$ cat src/logic/crb_pkg.sv
// Constants of the configuration and status register bank.
// Assumes an 8-bit MPU core with a direct SFR path and an external data path.
// What this block does
// - Unused bits hold nothing, read zero.
// - All bits clear to zero at power-up.
// - Read-only bits ignore processor writes.
// - Frequent bits in SFRs, others at 2xxx.
// - Converter disable bit drives converter off output.
// - Chop codes 00 and 11 enable chopping.
// - Comparator interrupt bits: bit0 comp2, bit1 comp3.
// - Both bits set: interrupt on comp2 XOR comp3.
// - Read-only status shows live comparator outputs.
// - Twelve three-bit fields route pins 0 to 11.
// - Pins sharing a resource combine by fixed rule.
// - Route codes select resources; inputs are ORed.
// - Direction one means output, only for I/O.
// - Display pins read zero; only outputs take writes.
package crb_pkg;
  localparam logic [7:0] SFR_PORT0_PIN_DATA = 8'h80;
  localparam logic [7:0] SFR_PORT1_PIN_DATA = 8'h90;
  localparam logic [7:0] SFR_PORT1_DIRECTION = 8'h91;
  localparam logic [7:0] SFR_FLASH_ERASE_COMMAND = 8'h94;
  localparam logic [7:0] SFR_EEPROM_SERIAL_DATA = 8'h9E;
  localparam logic [7:0] SFR_EEPROM_SERIAL_CONTROL = 8'h9F;
  localparam logic [7:0] SFR_PORT2_PIN_DATA = 8'hA0;
  localparam logic [7:0] SFR_PORT2_DIRECTION = 8'hA1;
  localparam logic [7:0] SFR_PORT0_DIRECTION = 8'hA2;
  localparam logic [7:0] SFR_FLASH_CONTROL = 8'hB2;
  localparam logic [7:0] SFR_FLASH_PAGE_ADDRESS = 8'hB7;
  localparam logic [7:0] SFR_WATCHDOG_AND_CE_IRQ_FLAGS = 8'hE8;
  localparam logic [7:0] SFR_INTERRUPT_INPUT_BITS = 8'hF8;

  localparam logic [15:0] XD_COMPUTE_ENGINE_CONFIG = 16'h2000;
  localparam logic [15:0] XD_COMPUTE_ENGINE_CHOP_CONFIG = 16'h2002;
  localparam logic [15:0] XD_COMPARATOR_CONTROL_STATUS = 16'h2003;
  localparam logic [15:0] XD_ANALOG_CONFIG_A = 16'h2004;
  localparam logic [15:0] XD_ANALOG_CONFIG_B = 16'h2005;
  localparam logic [15:0] XD_PIN_ROUTE_FIRST = 16'h2009;
  localparam logic [15:0] XD_PIN_ROUTE_LAST = 16'h200E;

  localparam int DIO_PINS = 22;
  localparam int ROUTED_PINS = 12;
  localparam int ROUTE_REGS = 6;
  localparam int ROUTE_W = 3;
  localparam int ROUTE_EVEN_LSB = 0;
  localparam int ROUTE_ODD_LSB = 4;

  localparam logic [7:0] REG_RESET = 8'h00;
  localparam logic [7:0] PORT2_MASK = 8'h3F;
  localparam logic [7:0] FLASH_CONTROL_RW_MASK = 8'h03;
  localparam logic [7:0] PAGE_ADDRESS_MASK = 8'h7F;
  localparam logic [7:0] INTERRUPT_INPUT_MASK = 8'h7F;
  localparam logic [7:0] ROUTE_MASK = 8'h77;
  localparam logic [7:0] ANALOG_CONFIG_A_MASK = 8'hBF;
  localparam logic [7:0] COMP_INT_MASK = 8'h18;

  localparam int FLASH_PREBOOT_BIT = 7;
  localparam int FLASH_CODE_PROTECT_LOCK_BIT = 6;
  localparam int WATCHDOG_RESTART_BIT = 7;
  localparam int CE_ZERO_CROSS_BIT = 1;
  localparam int CE_TRANSFER_BIT = 0;
  localparam int CHOP_LSB = 4;
  localparam int COMP_INT_LSB = 3;
  localparam int CONVERTER_DISABLE_BIT = 3;

  localparam logic [2:0] ROUTE_NONE = 3'h0;
  localparam logic [2:0] ROUTE_RESERVED = 3'h1;
  localparam logic [2:0] ROUTE_TIMER0_CLOCK = 3'h2;
  localparam logic [2:0] ROUTE_TIMER1_CLOCK = 3'h3;
  localparam logic [2:0] ROUTE_INT0_RISE = 3'h4;
  localparam logic [2:0] ROUTE_INT1_RISE = 3'h5;
  localparam logic [2:0] ROUTE_INT0_FALL = 3'h6;
  localparam logic [2:0] ROUTE_INT1_FALL = 3'h7;
  localparam int RESOURCES = 8;
endpackage

$ cat src/logic/crb_register_bank.sv
// Configuration and status register bank: SFR slots and 2xxx configuration RAM.
// Assumes one-cycle read and write strobes from the MPU core on ref_clk.
`timescale 1ns/1ns
module crb_register_bank (
  input wire logic ref_clk,
  input wire logic rst,
  input wire logic [7:0] sfr_addr,
  input wire logic sfr_wr,
  input wire logic sfr_rd,
  input wire logic [7:0] sfr_wdata,
  output logic [7:0] sfr_rdata,
  input wire logic [15:0] xdata_addr,
  input wire logic xdata_wr,
  input wire logic xdata_rd,
  input wire logic [7:0] xdata_wdata,
  output logic [7:0] xdata_rdata,
  input wire logic [crb_pkg::DIO_PINS-1:0] dio_in,
  output logic [crb_pkg::DIO_PINS-1:0] dio_out,
  output logic [crb_pkg::DIO_PINS-1:0] dio_oe,
  input wire logic [crb_pkg::DIO_PINS-1:0] lcd_pin_select,
  input wire logic [2:0] comparator_out,
  input wire logic [6:0] interrupt_inputs,
  input wire logic preboot_active,
  input wire logic ce_zero_cross_event,
  input wire logic ce_transfer_event,
  output logic comparator_irq,
  output logic timer0_clock_in,
  output logic timer1_clock_in,
  output logic int0_rise_in,
  output logic int1_rise_in,
  output logic int0_fall_in,
  output logic int1_fall_in,
  output logic converter_off,
  output logic bandgap_chop_enable,
  output logic watchdog_restart,
  output logic [7:0] compute_engine_config,
  output logic [7:0] compute_engine_chop_config,
  output logic [7:0] analog_config_a,
  output logic [7:0] analog_config_b,
  output logic [7:0] flash_erase_code,
  output logic [6:0] flash_page_number,
  output logic flash_mpu_erase_enable,
  output logic flash_program_write_enable,
  output logic code_protect_lock,
  output logic [7:0] eeprom_byte,
  output logic [7:0] eeprom_command,
  output logic ce_zero_cross_flag,
  output logic ce_transfer_flag
);
  import crb_pkg::*;

  logic [7:0] port0_dir_bits;
  logic [7:0] port1_dir_bits;
  logic [5:0] port2_dir_bits;
  logic [DIO_PINS-1:0] out_latch;
  logic [1:0] comp_int_sel;
  logic [7:0] pin_route [ROUTE_REGS];
  logic [2:0] comp_prev;
  logic [DIO_PINS-1:0] dir_all;
  logic [DIO_PINS-1:0] gpio_pin;
  logic [DIO_PINS-1:0] pin_read;
  logic [DIO_PINS-1:0] write_mask;
  logic [DIO_PINS-1:0] write_data;
  logic [DIO_PINS-1:0] write_sel;
  logic [RESOURCES-1:0] pin_request [ROUTED_PINS];
  logic [RESOURCES-1:0] next_resource;
  logic next_comp_irq;
  logic [7:0] next_sfr_rdata;
  logic [7:0] next_xdata_rdata;
  logic sfr_wr_wdi;
  logic [15:0] route_index;

  assign dir_all = {port2_dir_bits, port1_dir_bits, port0_dir_bits};
  assign gpio_pin = ~lcd_pin_select;
  // Direction only counts on pins working as general I/O
  assign dio_oe = dir_all & gpio_pin;
  assign dio_out = out_latch;
  // Display pins read back as zero
  assign pin_read = dio_in & gpio_pin;
  assign write_mask = dio_oe;
  assign sfr_wr_wdi = sfr_wr && sfr_addr == SFR_WATCHDOG_AND_CE_IRQ_FLAGS;
  // Offset into the route window, used only inside it
  assign route_index = xdata_addr - XD_PIN_ROUTE_FIRST;

  always_comb begin
    write_sel = '0;
    write_data = '0;
    if (sfr_wr) begin
      case (sfr_addr)
        SFR_PORT0_PIN_DATA: begin
          write_sel[7:0] = 8'hFF;
          write_data[7:0] = sfr_wdata;
        end
        SFR_PORT1_PIN_DATA: begin
          write_sel[15:8] = 8'hFF;
          write_data[15:8] = sfr_wdata;
        end
        SFR_PORT2_PIN_DATA: begin
          write_sel[21:16] = 6'h3F;
          write_data[21:16] = sfr_wdata[5:0];
        end
        default: begin
          write_sel = '0;
        end
      endcase
    end
  end

  // Output latch: only pins driven as outputs accept new data
  always_ff @(posedge ref_clk) begin
    if (rst) begin
      out_latch <= '0;
    end else begin
      out_latch <= (out_latch & ~(write_sel & write_mask)) | (write_data & write_sel & write_mask);
    end
  end

  // Frequently used bits live in the SFR space
  always_ff @(posedge ref_clk) begin
    if (rst) begin
      port0_dir_bits <= REG_RESET;
      port1_dir_bits <= REG_RESET;
      port2_dir_bits <= REG_RESET[5:0];
      flash_erase_code <= REG_RESET;
      eeprom_byte <= REG_RESET;
      eeprom_command <= REG_RESET;
      flash_page_number <= REG_RESET[6:0];
      flash_mpu_erase_enable <= 1'b0;
      flash_program_write_enable <= 1'b0;
    end else if (sfr_wr) begin
      case (sfr_addr)
        SFR_PORT0_DIRECTION: port0_dir_bits <= sfr_wdata;
        SFR_PORT1_DIRECTION: port1_dir_bits <= sfr_wdata;
        SFR_PORT2_DIRECTION: port2_dir_bits <= sfr_wdata[5:0];
        SFR_FLASH_ERASE_COMMAND: flash_erase_code <= sfr_wdata;
        SFR_EEPROM_SERIAL_DATA: eeprom_byte <= sfr_wdata;
        SFR_EEPROM_SERIAL_CONTROL: eeprom_command <= sfr_wdata;
        SFR_FLASH_PAGE_ADDRESS: flash_page_number <= sfr_wdata[6:0];
        SFR_FLASH_CONTROL: begin
          flash_mpu_erase_enable <= sfr_wdata[1];
          flash_program_write_enable <= sfr_wdata[0];
        end
        // Unmapped addresses and unused bits are dropped
        default: begin
          flash_erase_code <= flash_erase_code;
        end
      endcase
    end
  end

  // Lock bit accepts ones only; cleared by reset alone
  always_ff @(posedge ref_clk) begin
    if (rst) begin
      code_protect_lock <= 1'b0;
    end else if (sfr_wr && sfr_addr == SFR_FLASH_CONTROL && sfr_wdata[FLASH_CODE_PROTECT_LOCK_BIT]) begin
      code_protect_lock <= 1'b1;
    end
  end

  // Watchdog restart is a strobe; the stored bit reads back zero
  always_ff @(posedge ref_clk) begin
    if (rst) begin
      watchdog_restart <= 1'b0;
    end else begin
      watchdog_restart <= sfr_wr_wdi && sfr_wdata[WATCHDOG_RESTART_BIT];
    end
  end

  // Engine flags: hardware sets, software writes zero to clear, set wins
  // An event in the clearing cycle is kept, never lost
  always_ff @(posedge ref_clk) begin
    if (rst) begin
      ce_zero_cross_flag <= 1'b0;
      ce_transfer_flag <= 1'b0;
    end else begin
      if (ce_zero_cross_event) begin
        ce_zero_cross_flag <= 1'b1;
      end else if (sfr_wr_wdi && !sfr_wdata[CE_ZERO_CROSS_BIT]) begin
        ce_zero_cross_flag <= 1'b0;
      end
      if (ce_transfer_event) begin
        ce_transfer_flag <= 1'b1;
      end else if (sfr_wr_wdi && !sfr_wdata[CE_TRANSFER_BIT]) begin
        ce_transfer_flag <= 1'b0;
      end
    end
  end

  // Remaining configuration bits decode in the 2xxx data space
  always_ff @(posedge ref_clk) begin
    if (rst) begin
      compute_engine_config <= REG_RESET;
      compute_engine_chop_config <= REG_RESET;
      analog_config_a <= REG_RESET;
      analog_config_b <= REG_RESET;
      comp_int_sel <= 2'b00;
    end else if (xdata_wr) begin
      case (xdata_addr)
        XD_COMPUTE_ENGINE_CONFIG: compute_engine_config <= xdata_wdata;
        XD_COMPUTE_ENGINE_CHOP_CONFIG: compute_engine_chop_config <= xdata_wdata;
        XD_ANALOG_CONFIG_A: analog_config_a <= xdata_wdata & ANALOG_CONFIG_A_MASK;
        XD_ANALOG_CONFIG_B: analog_config_b <= xdata_wdata;
        // Status bits of this byte are not stored
        XD_COMPARATOR_CONTROL_STATUS: comp_int_sel <= xdata_wdata[COMP_INT_LSB +: 2];
        default: begin
          comp_int_sel <= comp_int_sel;
        end
      endcase
    end
  end

  // Route bytes keep only their two three-bit fields
  always_ff @(posedge ref_clk) begin
    if (rst) begin
      for (int i = 0; i < ROUTE_REGS; i++) begin
        pin_route[i] <= REG_RESET;
      end
    end else if (xdata_wr && xdata_addr >= XD_PIN_ROUTE_FIRST && xdata_addr <= XD_PIN_ROUTE_LAST) begin
      pin_route[route_index[2:0]] <= xdata_wdata & ROUTE_MASK;
    end
  end

  assign converter_off = analog_config_b[CONVERTER_DISABLE_BIT];
  assign bandgap_chop_enable = compute_engine_chop_config[CHOP_LSB] ==
    compute_engine_chop_config[CHOP_LSB+1];

  // Comparator change interrupt
  always_comb begin
    next_comp_irq = 1'b0;
    if (comp_int_sel == 2'b11) begin
      next_comp_irq = (comparator_out[1] ^ comparator_out[2]) != (comp_prev[1] ^ comp_prev[2]);
    end else begin
      next_comp_irq = (comp_int_sel[0] && comparator_out[1] != comp_prev[1]) ||
        (comp_int_sel[1] && comparator_out[2] != comp_prev[2]);
    end
  end

  // Follow the pins during reset, so no false change follows it
  always_ff @(posedge ref_clk) begin
    if (rst) begin
      comp_prev <= comparator_out;
      comparator_irq <= 1'b0;
    end else begin
      comp_prev <= comparator_out;
      comparator_irq <= next_comp_irq;
    end
  end

  // Pin routing to timer clocks and external interrupts
  genvar p;
  generate
    for (p = 0; p < ROUTED_PINS; p++) begin : g_route
      crb_route_decode u_decode (
        .route(pin_route[p/2][(p%2 == 0 ? ROUTE_EVEN_LSB : ROUTE_ODD_LSB) +: ROUTE_W]),
        .pin(dio_in[p]),
        .request(pin_request[p])
      );
    end
  endgenerate

  always_comb begin
    next_resource = '0;
    for (int i = 0; i < ROUTED_PINS; i++) begin
      next_resource = next_resource | pin_request[i];
    end
  end

  // Levels only; edge detection is left to the timers and interrupts
  always_ff @(posedge ref_clk) begin
    if (rst) begin
      timer0_clock_in <= 1'b0;
      timer1_clock_in <= 1'b0;
      int0_rise_in <= 1'b0;
      int1_rise_in <= 1'b0;
      int0_fall_in <= 1'b0;
      int1_fall_in <= 1'b0;
    end else begin
      timer0_clock_in <= next_resource[ROUTE_TIMER0_CLOCK];
      timer1_clock_in <= next_resource[ROUTE_TIMER1_CLOCK];
      int0_rise_in <= next_resource[ROUTE_INT0_RISE];
      int1_rise_in <= next_resource[ROUTE_INT1_RISE];
      int0_fall_in <= next_resource[ROUTE_INT0_FALL];
      int1_fall_in <= next_resource[ROUTE_INT1_FALL];
    end
  end

  // SFR read mux; unused bits and unmapped addresses read zero
  always_comb begin
    next_sfr_rdata = 8'h00;
    case (sfr_addr)
      SFR_PORT0_PIN_DATA: next_sfr_rdata = pin_read[7:0];
      SFR_PORT1_PIN_DATA: next_sfr_rdata = pin_read[15:8];
      SFR_PORT2_PIN_DATA: next_sfr_rdata = {2'b00, pin_read[21:16]};
      SFR_PORT0_DIRECTION: next_sfr_rdata = port0_dir_bits;
      SFR_PORT1_DIRECTION: next_sfr_rdata = port1_dir_bits;
      SFR_PORT2_DIRECTION: next_sfr_rdata = {2'b00, port2_dir_bits};
      SFR_FLASH_ERASE_COMMAND: next_sfr_rdata = flash_erase_code;
      SFR_EEPROM_SERIAL_DATA: next_sfr_rdata = eeprom_byte;
      SFR_EEPROM_SERIAL_CONTROL: next_sfr_rdata = eeprom_command;
      SFR_FLASH_PAGE_ADDRESS: next_sfr_rdata = {1'b0, flash_page_number};
      SFR_FLASH_CONTROL: next_sfr_rdata = {preboot_active, code_protect_lock, 4'h0,
        flash_mpu_erase_enable, flash_program_write_enable};
      SFR_WATCHDOG_AND_CE_IRQ_FLAGS: next_sfr_rdata = {6'h00, ce_zero_cross_flag, ce_transfer_flag};
      SFR_INTERRUPT_INPUT_BITS: next_sfr_rdata = {1'b0, interrupt_inputs} & INTERRUPT_INPUT_MASK;
      default: next_sfr_rdata = 8'h00;
    endcase
  end

  // Configuration RAM read mux
  always_comb begin
    next_xdata_rdata = 8'h00;
    case (xdata_addr)
      XD_COMPUTE_ENGINE_CONFIG: next_xdata_rdata = compute_engine_config;
      XD_COMPUTE_ENGINE_CHOP_CONFIG: next_xdata_rdata = compute_engine_chop_config;
      XD_COMPARATOR_CONTROL_STATUS: next_xdata_rdata = {3'b000, comp_int_sel, comparator_out};
      XD_ANALOG_CONFIG_A: next_xdata_rdata = analog_config_a;
      XD_ANALOG_CONFIG_B: next_xdata_rdata = analog_config_b;
      // Route window; every other byte reads zero
      default: begin
        if (xdata_addr >= XD_PIN_ROUTE_FIRST && xdata_addr <= XD_PIN_ROUTE_LAST) begin
          next_xdata_rdata = pin_route[route_index[2:0]];
        end else begin
          next_xdata_rdata = 8'h00;
        end
      end
    endcase
  end

  // Read data holds until the next read strobe
  always_ff @(posedge ref_clk) begin
    if (rst) begin
      sfr_rdata <= 8'h00;
      xdata_rdata <= 8'h00;
    end else begin
      if (sfr_rd) begin
        sfr_rdata <= next_sfr_rdata;
      end
      if (xdata_rd) begin
        xdata_rdata <= next_xdata_rdata;
      end
    end
  end
endmodule

$ cat src/logic/crb_route_decode.sv
// Decodes one pin's routing field into a one-hot resource request.
// Assumes the pin level is already synchronous to the MPU clock.
`timescale 1ns/1ns
module crb_route_decode (
  input wire logic [crb_pkg::ROUTE_W-1:0] route,
  input wire logic pin,
  output logic [crb_pkg::RESOURCES-1:0] request
);
  import crb_pkg::*;

  always_comb begin
    request = '0;
    // Code zero and the reserved code drive nothing
    if (route != ROUTE_NONE && route != ROUTE_RESERVED) begin
      request[route] = pin;
    end
  end
endmodule

$ cat config.mk
export PLATFORM = sky130hd
export DESIGN_NAME = crb_register_bank
export DESIGN_NICKNAME = d
export VERILOG_FILES = /design/src/logic/crb_pkg.sv /design/src/logic/crb_register_bank.sv /design/src/logic/crb_route_decode.sv
export SDC_FILE = /design/constraint.sdc
export NUM_CORES = 1
export LEC_CHECK = 0
export ABC_AREA = 1
export BUFFER_PORTS_ARGS = -buffer_cell sky130_fd_sc_hd__buf_2
export CAP_MARGIN = 20
export CORE_ASPECT_RATIO = 1.1
export CORE_UTILIZATION = 56
export CTS_BUF_LIST = sky130_fd_sc_hd__clkbuf_8
export DETAILED_ROUTE_END_ITERATION = 10
export PLACE_DENSITY = 0.83
export SLEW_MARGIN = 20
export SYNTH_ARGS = -nofsm -noshare
export SYNTH_HDL_FRONTEND = slang
export SYNTH_SLANG_ARGS = --single-unit
$ cat constraint.sdc
create_clock -name ref_clk -period 2.83 [get_ports ref_clk]
set_input_delay 0.1415 -clock ref_clk [delete_from_list [all_inputs] [get_ports ref_clk]]
set_output_delay 0.1415 -clock ref_clk [all_outputs]
set_load 0.03 [all_outputs]
; ---- After elaboration in Yosys (flattened, before gate mapping)
; Memory sizes are Yosys's and may differ from the RTL's.
; Index checks and enable logic that the tools add are counted.
[word_totals]
ram_bits = 36
register_bits = 140
wordCells = 252
input_bits = 103
output_inout_bits = 138
memories = 1
[mem_list]
columns = name, words, width, read_ports, rd_clocked_by_memory_dff, wr, line_no
row1 = pin_route, 6, 6, 7, 0, 6, crb_register_bank.sv:57  ; logic [7:0] pin_route [ROUTE_REGS];
[op_classes]
magnitude_cmp = 26
n_bitwise = 34
n_eq_ne = 35
mux = 60
addsub = 1
reduce_logical = 66
[ops]
columns = cell, count
row1 = 2-to-1 mux 8 bit, 17
row2 = bitwise AND 22 bit, 6
row3 = "== test 8 bit, second input constant", 13
row4 = case mux 8 bit (13 select lines), 1
row5 = bitwise AND 8 bit, 12
row6 = bitwise OR 8 bit, 11
row7 = "== test 16 x 14 -> 1 bit, second input constant", 5
row8 = "< comparator 3 x 4 -> 1 bit, second input constant", 12
row9 = 2-to-1 mux 22 bit, 2
row10 = inverter 22 bit, 2
row11 = case mux 8 bit (5 select lines), 1
row12 = demux 1 bit (select 3 bit), 12
row13 = ">= comparator 3 x 1 -> 1 bit, second input constant", 12
row14 = "!= test 3 x 1 -> 1 bit, second input constant", 12
row15 = nonzero test 3 bit, 12
row16 = logical AND 1 bit, 35
row17 = AND reduction 2 bit, 13
row18 = 2-to-1 mux 1 bit, 23
row19 = bitwise OR 22 bit, 1
row20 = 2-to-1 mux 6 bit, 3
row21 = ">= comparator 16 x 14 -> 1 bit, second input constant", 1
row22 = "<= comparator 16 x 14 -> 1 bit, second input constant", 1
row23 = OR reduction 6 bit, 1
row24 = nonzero test 2 bit, 2
row25 = other kinds (8), 12

; ---- Logic depth before layout (Yosys ltp)
; An unclocked memory read counts as a cell.
[depth]
depth_word = 18
ltp_mapped = 14
ltp_nobuf = 11

; ---- Modules after synthesis
; From an unflattened synthesis, not the netlist that was laid out.
[hier_totals]
cells_unflattened = 1411
area_unflattened_um2 = 9860.7
[modules_own_cells]
columns = mod, cells_per_inst, instances, area_each_um2, seq_area_each_um2
row1 = crb_register_bank, 1207, 1, 9004.9, 4224.1
row2 = crb_route_decode, 17, 12, 71.3, 0.0

; ---- Least setup slack after synthesis
; OpenSTA, ideal clock, no wires.
[synth_timing]
path_kind = input to register
start = input xdata_addr[0]
end = memory pin_route[5][0] in the netlist's numbering (enable)
path_buffers = 2
setup_ps = 377
arrival_time_ps = 1963
required_time_ps = 2453
path_slack_ps = 490
path_stages = 12
cell_sequence = buf_2 -> inv_1 -> buf_2 -> ha_1 -> inv_1 -> nand3_1 -> nand2_1 -> nor3_2 -> nand3_1 -> nand2_1 -> inv_1 -> nor3_1
[synth_rtl]
columns = element, line_no
row1 = start: declaration, crb_register_bank.sv:12  ; input wire logic [15:0] xdata_addr,
row2 = end: declaration, crb_register_bank.sv:57

==> impl_metrics.csv <==
group,metric,value,unit
job,drv_cap,0,
floorplanning,die_x,128,µm
pwr,power_leakage,5.35,nW
sta,hold_viol,0,
yosys,avgSynthCellArea,7.15,µm²
sta,worst_slew_pin_slew,0.814,ns
routing,drt-total-wl,31600,µm
floorplanning,row_count,50,
worst_setup_path,cp-end-kind,"register",
sta,maxSlewHeadroom,45.4,%
worst_setup_path,critPathArrivalTime,1.89,ns
clock_tree,cts.sink_count,187,
clock_tree,cts-resized-gates,0,
yosys,syn_area,0.00982,mm²
global_route,grtUsageTotal,35.0,%
routing,routed.top_layer,"met4",
yosys,ys_ff_latch,187,
yosys,yosys_warnings,0,
worst_setup_path,max_stage_delay,0.38,ns
routing,wl_met2,15400,µm
cells_and_area,seqCellArea,0.00422,mm²
clock_tree,cts_max_path_buffers,2,
cells_and_area,multiInputGateArea,0.00458,mm²
floorplanning,core,0.0171,mm²
cells_and_area,area_growth,20.0,%
cells_and_area,layout-drive-gt1-share,20.6,%
global_route,first_global_vias,9588,
yosys,netlist_instances,1372,
worst_setup_path,crit_family,"simple AND/OR/NAND/NOR gates",
place,pre_cts_ws,0.594,ns
routing,vias,10500,
clock_tree,hold_buffers,29,
sta,setup_ws,1.07,ns
cells_and_area,largest_register,"pin_route",
worst_setup_path,critPathMaxFanout,21,
sta,fin_crit_sh,62.4,%
floorplanning,die_h,141,µm
cells_and_area,final_nets,1720,
pwr,p_per_area,445,mW/mm²
sta,fin_worst_skew,0.0152,ns
routing,dr.pass1.iters,7,
worst_setup_path,crit_slowest_cell,"nor2_1",
place,portBuffers,239,
routing,drt_iter0_drc,1169,
yosys,syn_nets,1479,
yosys,ys_seq_area_share,43.0,%
yosys,synth_edf_count,48,
routing,wire_per_inst,17.0,µm
worst_setup_path,critical_path_class,"input pin to register",
sta,fin_setup_tns,0,ns
sta,max_freq,567,MHz
yosys,synth_flop_cell,"dfxtp_1",
place,gp_congestion,0.995,
place,hpwl,23900,µm
worst_setup_path,cp.required,2.95,ns
floorplanning,start_util,57.5,%
worst_setup_path,critPathLaunchType,"input pin",
floorplanning,dieArea,0.0181,mm²
global_route,grt_max_degree,119,
yosys,yosysUniqueCellTypes,43,
min_path,hold_class,"input pin to register",
worst_setup_path,path_cells,"buf_2, nor2_1, nand2_1, nor2_2, inv_2, nor2_8, nand4_4, nor2_4, nand2_1, nor2_1",
routing,viasPerCell,5.65,
cells_and_area,largest_reg_flops,48,
global_route,grt_pass1_wl,48500,µm
routing,drc,0,
floorplanning,io_pins,241,
yosys,ys_async_sr_fraction,0,%
run_status,outcome,"finished, final reports clean",
sta,fin_crit,1.76,ns
clock_tree,cts_tree,"built",
sta,final-max-slew-violation-count,0,
routing,wl_met1,11700,µm
global_route,antenna_found_initial,1,
routing,routed-wl-met3,2610,µm
global_route,gr-total-overflow,0,
routing,ant_nets,0,
clock_tree,post_cts.repair.setup_buffers,0,
sta,rsz0062_at_grt,"no",
sta,finalSetupViolCount,0,
pwr,irDropWorstVdd,0.390,mV
clock_tree,clkTransAtPathRegs,0.09,ns
worst_setup_path,path_buf_inv,2,
cells_and_area,n_fill_cell,1487,
clock_tree,cts_root_buffer,"clkbuf_8",
clock_tree,clock_latency,0.48,ns
clock_tree,htree_num_levels,4,
clock_tree,numCtsBuffers,17,
-- worst reg2reg max path: cells and delay by family, from the launching register on --
family | cells | cell delay (ns)
compound gates | 1 | 0.24
buf+inv | 1 | 0.04
flops | 1 | 0.45
simple gates | 4 | 0.83
-- where the power goes --
part	total (mW)	internal (mW)	switching, mW
sequential	2.81	2.78	0.0362
clock	1.81	0.836	0.975
combinational	0.621	0.208	0.413
-- final timing paths --
path | start | endpoint | slack (ns) | cells past startpoint
worst min register to register | dio_out[15] | dio_out[15] | 0.45 | 2
worst max register to register | pin_route[4][3] | int1_fall_in | 1.17 | 6
worst max-delay path | xdata_addr[15] | pin_route[6][2] | 1.07 | 10
worst min-delay path | lcd_pin_select[4] | dio_out[4] | 0.02 | 4
-- final cells by class --
| class | count | area share (%) |
|---|---|---|
| clock inverters | 12 | 1.15 |
| flip-flops and latches | 187 | 35.9 |
| well taps | 234 | 2.49 |
| repair buffers | 276 | 13.2 |
| diodes | 1 | 0.0212 |
| multi-input cells | 938 | 38.9 |
| clock buffers | 19 | 2.22 |
| inverters | 193 | 6.15 |
-- Yosys cell counts (2+ instances only) --
library cell / instances / area (µm²)
nand4_1: 8 / 50.1
nor3_4: 2 / 32.5
buf_6: 6 / 67.6
inv_1: 187 / 702
edfxtp_1: 48 / 1440
nand3_1: 121 / 606
nor3_2: 2 / 20.0
inv_2: 5 / 18.8
a21oi_1: 130 / 651
nor2_2: 9 / 56.3
o22ai_1: 27 / 169
nand3b_1: 4 / 30.0
clkbuf_1: 22 / 82.6
nand2_1: 222 / 833
nor2_1: 189 / 709
o21ai_0: 144 / 721
o211ai_1: 4 / 30.0
buf_1: 4 / 15.0
nand3_2: 5 / 50.1
buf_4: 5 / 37.5
mux2i_1: 4 / 40.0
nor4_1: 2 / 12.5
nor2_4: 4 / 45.0
nor3_1: 8 / 40.0
nand2_2: 5 / 31.3
o21ai_1: 6 / 30.0
buf_2: 17 / 85.1
nor4_4: 3 / 63.8
a211oi_1: 8 / 60.1
nand3_4: 2 / 35.0
dfxtp_1: 139 / 2780
or2_2: 15 / 93.8
nor2_8: 2 / 40.0
ha_1: 4 / 50.1
-- placed cells by master (no fill, tap or decap), types with 5 or more instances in the layout --
| cell type | synthesis | routed |
|---|---|---|
| nand2_1 | 222 | 222 |
| nand4_1 | 8 | 8 |
| o21ai_1 | 6 | 6 |
| dlygate4sd3_1 | 0 | 29 |
| nor3_1 | 8 | 8 |
| edfxtp_1 | 48 | 48 |
| dfxtp_1 | 139 | 139 |
| buf_4 | 5 | 7 |
| inv_2 | 5 | 6 |
| nor2_2 | 9 | 9 |
| a21oi_1 | 130 | 130 |
| nor2_1 | 189 | 189 |
| inv_1 | 187 | 187 |
| nand3_1 | 121 | 121 |
| or2_2 | 15 | 15 |
| nand3_2 | 5 | 5 |
| a211oi_1 | 8 | 8 |
| o21ai_0 | 144 | 144 |
| o22ai_1 | 27 | 27 |
| nand2_2 | 5 | 5 |
| clkbuf_8 | 0 | 19 |
| buf_2 | 17 | 239 |
-- metrics by stage --
stage	cells	total power, mW	util, %	hold WS (ns)	area [µm²]
global route	1860	5.39	69.0	0.0302	11800
detailed placement	1799	3.45	64.9	0.299	11100
finish	1860	5.25	69.0	0.0157	11800
floorplan	1372	3.22	-	0.169	9820
CTS	1859	5.24	69.0	0.00944	11800
global placement	1799	3.44	64.9	0.297	11100
-- layer usage --
layer	global-route usage, %	vias up
met5	0	-
met4	21.0	0
met3	4.82	140
met2	61.3	642
met1	40.4	4720
li1	-	4999
-- logic make-up after synthesis --
group | Yosys count | synth area share, %
multiplexers | 4 | 0.408
adder cells (fa/ha/maj) | 4 | 0.510
other | 1 | 0.0382
XOR/XNOR | 2 | 0.178
flip-flops | 187 | 43.0
buffers and inverters | 247 | 10.3
AO/OA/AOI/OAI | 322 | 17.2
AND/OR/NAND/NOR | 605 | 28.3
Power figures use the tool's default switching activity.
